## src/design/swd_regs.svh

```systemverilog
`ifndef SWD_REGS_SVH
`define SWD_REGS_SVH

`define SWD_CTRL_OFFSET     8'h00
`define SWD_COUNT_OFFSET    8'h04
`define SWD_WINDOW_BYTES    32'h0000_0008
`define SWD_BIT_TRIGGER     7
`define SWD_BIT_DISABLED    3
`define SWD_BIT_ACTION      2
`define SWD_BIT_FIRED       1
`define SWD_BIT_RUN         0
`define SWD_COUNT_LSB       0
`define SWD_COUNT_MSB       9
`define SWD_COUNT_RESET     10'h000
`define SWD_CLK_PERIOD_NS   5
`define SWD_TICK_PERIOD_NS  1000
`define SWD_TICK_CYCLES     ((`SWD_TICK_PERIOD_NS + `SWD_CLK_PERIOD_NS - 1) / `SWD_CLK_PERIOD_NS)

`endif

```

## src/design/swd_pkg.sv

```systemverilog
`default_nettype none
package swd_pkg;
    typedef struct packed {
        logic        sel;
        logic        we;
        logic [31:0] addr;
        logic [31:0] wdata;
    } swd_req_t;

    typedef struct packed {
        logic        rvalid;
        logic [31:0] rdata;
    } swd_rsp_t;

    typedef enum logic [1:0] {
        SWD_STOPPED = 2'b01,
        SWD_RUNNING = 2'b10
    } swd_state_t;
endpackage
`default_nettype wire

```

## src/design/swd_watchdog.sv

```systemverilog
// Notes on behaviour
// - Trigger starts interval from last count; reads zero
// - Trigger ignored when disabled or stopped
// - Status bit shows hardware disable state
// - Action bit: reset or power-off on expiry
// - Expiry sets fired flag; write one clears
// - Fired cleared by power cycle only otherwise
// - Run bit: one running, zero stopped
// - Run from stopped waits for a trigger
// - Run written while running changes nothing
// - Ten-bit count field; zero is reserved
// - Count read returns live down-counter
// - New count waits for the next trigger
// - Eight-byte window at configurable memory base
`include "swd_regs.svh"
`default_nettype none

module swd_watchdog #(
    parameter int unsigned TICK_DIV = `SWD_TICK_CYCLES
) (
    input  wire logic             sys_clk,
    input  wire logic             reset_n,
    input  wire logic             power_on_reset_n,
    input  wire logic             hw_disable,
    input  wire logic [31:0]      mmio_base,
    input  wire swd_pkg::swd_req_t bus_req,
    output var  swd_pkg::swd_rsp_t bus_rsp,
    output logic                  sys_reset_req,
    output logic                  power_off_req
);
    swd_pkg::swd_state_t state_reg;
    logic                active_reg;
    logic                action_reg;
    logic                fired_reg;
    logic [9:0]          load_reg;
    logic [9:0]          cnt_reg;
    logic [31:0]         presc_reg;
    logic                hit;
    logic                wr_ctrl;
    logic                wr_cnt;
    logic                rd_ctrl;
    logic                rd_cnt;
    logic                trig_ok;
    logic                tick;
    logic                expire;

    function automatic logic in_window(input logic [31:0] a, input logic [31:0] b);
        in_window = (a - b) < `SWD_WINDOW_BYTES;
    endfunction

    // Only the two aligned words answer; others in the window are not ours
    assign hit     = bus_req.sel && in_window(bus_req.addr, mmio_base);
    assign wr_ctrl = hit && bus_req.we && (bus_req.addr[2:0] == 3'(`SWD_CTRL_OFFSET));
    assign wr_cnt  = hit && bus_req.we && (bus_req.addr[2:0] == 3'(`SWD_COUNT_OFFSET));
    assign rd_ctrl = hit && !bus_req.we && (bus_req.addr[2:0] == 3'(`SWD_CTRL_OFFSET));
    assign rd_cnt  = hit && !bus_req.we && (bus_req.addr[2:0] == 3'(`SWD_COUNT_OFFSET));

    // Trigger honoured only if already running before this write
    // A trigger that also clears run would leave a stopped interval armed
    assign trig_ok = wr_ctrl && bus_req.wdata[`SWD_BIT_TRIGGER] && bus_req.wdata[`SWD_BIT_RUN] && !hw_disable
                     && (state_reg == swd_pkg::SWD_RUNNING);
    assign tick    = (presc_reg == TICK_DIV - 1);
    assign expire  = active_reg && tick && !hw_disable && (state_reg == swd_pkg::SWD_RUNNING)
                     && (cnt_reg <= 10'h001);

    always_ff @(posedge sys_clk) begin
        if (!reset_n) begin
            state_reg <= swd_pkg::SWD_STOPPED;
        end else if (wr_ctrl) begin
            // Writing one while running leaves state as is
            state_reg <= bus_req.wdata[`SWD_BIT_RUN] ? swd_pkg::SWD_RUNNING
                                                     : swd_pkg::SWD_STOPPED;
        end
    end

    always_ff @(posedge sys_clk) begin
        if (!reset_n) begin
            action_reg <= 1'b0;
        end else if (wr_ctrl) begin
            action_reg <= bus_req.wdata[`SWD_BIT_ACTION];
        end
    end

    // Kept on the power-on reset so the flag survives a watchdog restart
    always_ff @(posedge sys_clk) begin
        if (!power_on_reset_n) begin
            fired_reg <= 1'b0;
        end else begin
            fired_reg <= expire || (fired_reg && !(wr_ctrl && bus_req.wdata[`SWD_BIT_FIRED]));
        end
    end

    always_ff @(posedge sys_clk) begin
        if (!reset_n) begin
            load_reg <= `SWD_COUNT_RESET;
        end else if (wr_cnt) begin
            load_reg <= bus_req.wdata[`SWD_COUNT_MSB:`SWD_COUNT_LSB];
        end
    end

    always_ff @(posedge sys_clk) begin
        if (!reset_n) begin
            presc_reg <= 32'h0000_0000;
        end else if (trig_ok || tick || hw_disable) begin
            presc_reg <= 32'h0000_0000;
        end else begin
            presc_reg <= presc_reg + 32'h0000_0001;
        end
    end

    always_ff @(posedge sys_clk) begin
        if (!reset_n) begin
            active_reg <= 1'b0;
            cnt_reg    <= `SWD_COUNT_RESET;
        end else if (trig_ok) begin
            active_reg <= 1'b1;
            cnt_reg    <= load_reg;
        end else if (wr_ctrl && !bus_req.wdata[`SWD_BIT_RUN]) begin
            active_reg <= 1'b0;
        end else if (expire) begin
            active_reg <= 1'b0;
            cnt_reg    <= 10'h000;
        end else if (active_reg && tick && !hw_disable && state_reg == swd_pkg::SWD_RUNNING) begin
            cnt_reg <= cnt_reg - 10'h001;
        end
    end

    always_ff @(posedge sys_clk) begin
        if (!reset_n) begin
            sys_reset_req <= 1'b0;
            power_off_req <= 1'b0;
        end else begin
            sys_reset_req <= expire && !action_reg;
            power_off_req <= expire && action_reg;
        end
    end

    always_ff @(posedge sys_clk) begin
        if (!reset_n) begin
            bus_rsp <= '0;
        end else begin
            bus_rsp.rvalid <= rd_ctrl || rd_cnt;
            bus_rsp.rdata  <= 32'h0000_0000;
            if (rd_ctrl) begin
                // Trigger bit is never stored, so it reads zero
                bus_rsp.rdata[`SWD_BIT_DISABLED] <= hw_disable;
                bus_rsp.rdata[`SWD_BIT_ACTION]   <= action_reg;
                bus_rsp.rdata[`SWD_BIT_FIRED]    <= fired_reg;
                bus_rsp.rdata[`SWD_BIT_RUN]      <= (state_reg == swd_pkg::SWD_RUNNING);
            end else if (rd_cnt) begin
                bus_rsp.rdata[`SWD_COUNT_MSB:`SWD_COUNT_LSB] <= cnt_reg;
            end
        end
    end
endmodule
`default_nettype wire

```

## config.mk

```make
export PLATFORM = sky130hd
export DESIGN_NAME = swd_watchdog
export DESIGN_NICKNAME = d
export VERILOG_FILES = /design/src/design/swd_pkg.sv /design/src/design/swd_watchdog.sv
export VERILOG_INCLUDE_DIRS = /design/src /design/src/design
export SDC_FILE = /design/constraint.sdc
export NUM_CORES = 1
export LEC_CHECK = 0
export CORE_AREA = 5 5 145 147
export DETAILED_ROUTE_END_ITERATION = 8
export DIE_AREA = 0 0 150 152
export DONT_BUFFER_PORTS = 1
export GPL_TIMING_DRIVEN = 0
export SYNTH_ARGS = -nofsm -noshare
export SYNTH_HDL_FRONTEND = slang
export SYNTH_SLANG_ARGS = --single-unit
```

## constraint.sdc

```tcl
create_clock -name sys_clk -period 7.59 [get_ports sys_clk]
set_clock_uncertainty 0.05 [all_clocks]
set_input_delay 0.3795 -clock sys_clk [delete_from_list [all_inputs] [get_ports sys_clk]]
set_output_delay 0.3795 -clock sys_clk [all_outputs]
set_load 0.1 [all_outputs]
```

**After elaboration in Yosys (flattened, before gate mapping)**

Index checks and enable logic that the tools add are counted.

- Register bits after elaboration: 92
- Input bits: 102
- Output and inout bits: 35

- Add/subtract/negate cells: 3
- Magnitude comparators: 2
- Equality and inequality tests: 4
- Multiplexer cells: 10
- Bitwise gates (word level): 2
- Reductions and logical operators: 35

Operators with widths:

| operator | number |
|---|---|
| 2-to-1 mux 10 bit | 5 |
| adder 32 x 1 -> 32 bit, second input constant | 1 |
| == test 32 x 8 -> 1 bit, second input constant | 1 |
| < comparator 32 x 4 -> 1 bit, second input constant | 1 |
| subtractor 32 bit | 1 |
| logical AND 1 bit | 20 |
| less-or-equal comparator 10 x 1 -> 1 bit, second input constant | 1 |
| subtractor 10 x 1 -> 10 bit, second input constant | 1 |
| nonzero test 3 bit | 2 |
| logical NOT 1 bit | 5 |
| logical OR 1 bit | 4 |
| 2-to-1 mux 4 bit | 1 |
| == test 3 bit, second input constant | 1 |
| logical NOT 3 bit | 1 |
| 2-to-1 mux 1 bit | 3 |
| OR reduction 3 bit | 1 |
| == test 2 bit, second input constant | 1 |
| 2-to-1 mux 2 bit | 1 |
| inequality test 2 bit, second input constant | 1 |
| inverter 1 bit | 2 |
| AND reduction 2 bit | 1 |
| OR reduction 2 bit | 1 |

**Longest topological paths before layout**

- Word-level depth: 12
- Mapped depth: 15

**Worst setup path before layout**

OpenSTA, ideal clock, no wires.

- Kind: input port to flip-flop
- Start point: input mmio_base[7]
- End point: register load_reg[0]
- Library setup time: 116 ps
- Arrival: 3,629 ps
- Data required time: 7,424 ps
- Setup slack: 3,795 ps
- Cell stages on the path: 15
- Path buffers: 2
- Path through: inv_1 -> ha_1 -> buf_2 -> a21o_1 -> a311oi_1 -> nor3_1 -> nor4_2 -> o32ai_1 -> or4_1 -> or3_1 -> or3_4 -> nor4_4 -> buf_6 -> mux2i_1 -> nor2b_1

- Longest elaborated chain between the ends: 5

Ends and longest elaborated chain:

| item | RTL line | RTL |
|---|---|---|
| from (decl) | swd_watchdog.sv:25 | `input wire logic [31:0] mmio_base,` |
| subtractor 32 bit | swd_watchdog.sv:48 | `` in_window = (a - b) < `SWD_WINDOW_BYTES; `` |
| < comparator 32 x 4 -> 1 bit (no line) | n/a |  |
| logical AND 1 bit | swd_watchdog.sv:52 | `assign hit = bus_req.sel && in_window(bus_req.addr, mmio_base);` |
| logical AND 1 bit (2 in a row) | swd_watchdog.sv:54 | `` assign wr_cnt = hit && bus_req.we && (bus_req.addr[2:0] == 3'(`SWD_COUNT_OFFSET)); `` |
| to (signal assigned) | swd_watchdog.sv:95 | `` load_reg <= `SWD_COUNT_RESET; `` |
| to (signal assigned) | swd_watchdog.sv:97 | `` load_reg <= bus_req.wdata[`SWD_COUNT_MSB:`SWD_COUNT_LSB]; `` |
| to (decl) | swd_watchdog.sv:35 | `logic [9:0] load_reg;` |

No other way between the ends.
A chain may end at the register's enable or synchronous reset.

**Worst setup path after layout**

- Start point: input mmio_base[7]
- End point: register cnt_reg[9]

- Longest elaborated chain between the ends: 11
- Elaborated cells on any way between the ends: 14

Ends and longest elaborated chain:

| item | RTL line | RTL |
|---|---|---|
| subtractor 32 bit * | swd_watchdog.sv:48 |  |
| < comparator 32 x 4 -> 1 bit (no line) * | n/a |  |
| logical AND 1 bit * | swd_watchdog.sv:52 |  |
| logical AND 1 bit * (2 in a row) | swd_watchdog.sv:53 | `` assign wr_ctrl = hit && bus_req.we && (bus_req.addr[2:0] == 3'(`SWD_CTRL_OFFSET)); `` |
| logical AND 1 bit (4 in a row) | swd_watchdog.sv:60 | `` assign trig_ok = wr_ctrl && bus_req.wdata[`SWD_BIT_TRIGGER] && bus_req.wdata[`SWD_BIT_RUN] && !hw_disable `` |
| inequality test 2 bit (no line) / nonzero test 3 bit (equally long branches) | n/a |  |
| AND reduction 2 bit (no line) | n/a |  |
| to (signal assigned) | swd_watchdog.sv:114 | `` cnt_reg <= `SWD_COUNT_RESET; `` |
| to (signal assigned) | swd_watchdog.sv:117 | `cnt_reg <= load_reg;` |
| to (signal assigned) | swd_watchdog.sv:124 | `cnt_reg <= cnt_reg - 10'h001;` |
| to (decl) | swd_watchdog.sv:36 | `logic [9:0] cnt_reg;` |

Mark *: on every way between the ends. The rest lies on a longest branch, timed or not.

==> results.yml <==
power_and_ir_drop:
  power_density_mw_per_mm2: 164
  clkPwrFrac_pct: 36.9
  p_int_mw: 0.686
  p_total_mw: 1.05
  p_switching_mw: 0.367
  ir_drop_mv: 0.0665
  comb_power_share_pct: 28.1
  p_sw_share_pct: 34.9
  leakage_nw: 2.54
  p_seq_share_pct: 35.0
critical_path:
  cp_max_fo: 8
  crit_arrival_ns: 4.77
  worstPathCellList: "inv_1, ha_1, buf_2, nand4_1, a21oi_1, a41oi_1, and3_1, a2111oi_0, nand4_1, a2111o_1, nor4_1, nand3b_1, o211ai_1, a21o_1"
  critPathSlowestCell: "nor4_1"
  cp.required_ns: 7.77
  path_common_cell: "nand4_1"
  critPathKind: "input pin to flop"
  crit_path_start_kind: "input pin"
  slowest_delay_ns: 1.04
  cpLargestDelayFamily: "simple AND/OR/NAND/NOR gates"
  path_buf_inv: 2
  end_kind: "flop"
synthesis:
  yosysSeqAreaShare_pct: 24.4
  synth_mux_area_share_pct: 3.90
  synthAdderAreaFrac_pct: 7.19
  synth_top_family_by_area: "simple AND/OR/NAND/NOR gates"
  synth_compound_area_share_pct: 19.2
  yosys_warnings: 0
  synth_xor_xnor_area_share_pct: 7.17
  synth_ff_type: "dfxtp_1"
  yosysUniqueCellTypes: 78
  synth_area_sq_mm: 0.00574
  synth_edf_count: 0
  ys_seq_elements: 70
  avgSynthCellArea_sq_um: 7.53
  syn_inst: 762
  yosys.area_share.simple_pct: 29.6
  synthArstFlopShare_pct: 0
global_routing:
  grt_start_max_net_pins: 14
  overflow: 0
  track_usage_pct: 13.5
  grt_pass1_wl_um: 25600
  antenna_found_initial: 0
  grt_pass1_vias: 5107
floorplanning:
  fp.dieW_um: 150
  ioPinCount: 137
  chipHeight_um: 152
  start_util_pct: 29.0
  placementRows: 52
  core_area_sq_mm: 0.0198
  die_area_sq_mm: 0.0228
clock_tree:
  clkLatencyLatePin_ns: 0.34
  htree_levels: 3
  clockRootBuffer: "clkbuf_16"
  cts_setup_buffers: 0
  cts-buffers-inserted: 9
  clkTransAtPathRegs_ns: 0.06
  cts_resized: 0
  clockBufferDepth: 2
  hold_buffers: 0
  cts_sinks: 70
  cts_tree: "done"
place:
  port_buffers: 0
  gp_congestion: 0.915
  hpwlAfterDp_um: 12600
drt:
  drt_iter0_drc: 286
  vias_per_cell: 5.02
  ant_nets: 0
  firstDrtPassIters: 4
  wl_per_cell_um: 14.6
  vias: 5367
  post-route-drc-count: 0
  wl_um: 15600
final_layout:
  num_antenna_cells: 0
  largest_reg_flops: 32
  final_common_cell: "nor2_1"
  final_cell_mix: "nor2_1, nand2_1, dfxtp_1"
  synthToLayoutAreaGrowth_pct: 12.1
  final_nets: 929
  drive_above_1_share_pct: 10.3
timing:
  setup_viol: 0
  timing.fmax_mhz: 218
  timing.final.crit_share_pct: 60.4
  slew_violations: 0
  finalCriticalPeriod_ns: 4.59
  rsz0062_at_grt: "false"
  whs_ns: 0.107
  worstMarginPinSlew_ns: 1.21
  tns_ns: 0
  finalHoldViolCount: 0
  relSlewSlack_pct: 18.9
hold_path:
  hold_path.class: "input pin to flop"
run_status:
  status: "completed"
job:
  cap_violations: 0
==> worst reg2reg max path, stage by stage, from the launching register on <==
cell and delay [ns]:
dfxtp_1 0.35, nor3b_1 0.28, nand3_1 0.15, or4bb_1 0.53, nor4_2 0.44, or4b_2 0.23
clkbuf_1 0.23, buf_2 0.29, nor2_1 0.08
==> through the flow <==
stage,cells,area [sq um],util (%),worst slack (ns)
after floorplan,783,5820,-,3.79
after global placement,1053,6160,31.1,2.61
after detailed placement,1053,6160,31.1,2.77
after CTS,1069,6430,32.5,3.10
after global routing,1069,6430,32.5,2.67
final,1069,6430,32.5,3.00
==> layer usage <==
| layer | vias up | wire [um] | track usage [%] |
|---|---|---|---|
| li1 | 2737 | - | - |
| met1 | 2477 | 7310 | 18.0 |
| met2 | 131 | 7220 | 21.8 |
| met3 | 22 | 754 | 3.22 |
| met4 | 0 | 268 | 3.75 |
| met5 | - | 0 | 0 |
==> path summary, 6_finish.rpt <==
path | endpoint | startpoint | slack, ns | cells past startpoint
worst min register to register | presc_reg[0]$_SDFF_PP0_ | presc_reg[0]$_SDFF_PP0_ | 0.40 | 1
worst max register to register | presc_reg[31]$_SDFF_PP0_ | state_reg[1]$_SDFFE_PN0N_ | 4.85 | 8
worst max-delay path | cnt_reg[9]$_SDFFE_PN0P_ | mmio_base[7] | 3.00 | 14
worst min-delay path | fired_reg$_SDFF_PN0_ | power_on_reset_n | 0.11 | 1
==> Yosys cell counts (all sizes together), types with 5 or more instances <==
cell type | n | share of area, %
nor3 | 22 | 1.9
buf | 45 | 5.0
inv | 41 | 2.7
or3 | 11 | 1.3
and2 | 5 | 0.54
nand4 | 24 | 2.6
nor2 | 86 | 5.6
nand2b | 6 | 0.78
nor3b | 5 | 0.85
nand2 | 76 | 5.0
mux2i | 19 | 3.3
dfxtp | 70 | 24
o21ai | 36 | 3.1
and3 | 14 | 1.5
clkbuf | 11 | 0.76
o21a | 10 | 1.3
a21oi | 48 | 4.2
nor4 | 13 | 2.2
nor2b | 19 | 2.1
ha | 33 | 7.2
nand3 | 23 | 2.0
a21o | 13 | 1.7
a22o | 5 | 0.76
xor2 | 23 | 3.5
xnor2 | 24 | 3.7
o211ai | 10 | 1.3
==> cell type report <==
class,count,area (sq um)
fillers,2194,13300
multi-input cells,616,3930
flip-flops and latches,70,1400
well taps,270,338
plain buffers,56,333
clock buffers,10,229
inverters,41,154
clock inverters,6,47.5
==> cells by family after synthesis <==
family          after synthesis
compound gates              167
xor+xnor                     47
fa+ha+maj                    33
buf+inv                      97
flops                        70
mux                          22
other cells                   1
simple gates                325
==> power groups by stage <==
stage / clock [mW] / combinational (mW) / sequential [mW]
6_report: 0.388 / 0.296 / 0.368
5_1_grt: 0.414 / 0.325 / 0.368
4_1_cts: 0.396 / 0.293 / 0.368
3_5_place_dp: 0 / 0.291 / 0.376
3_3_place_gp: 0 / 0.291 / 0.376
2_1_floorplan: 0 / 0.238 / 0.376
No activity file was read; power rests on OpenSTA's default activity.
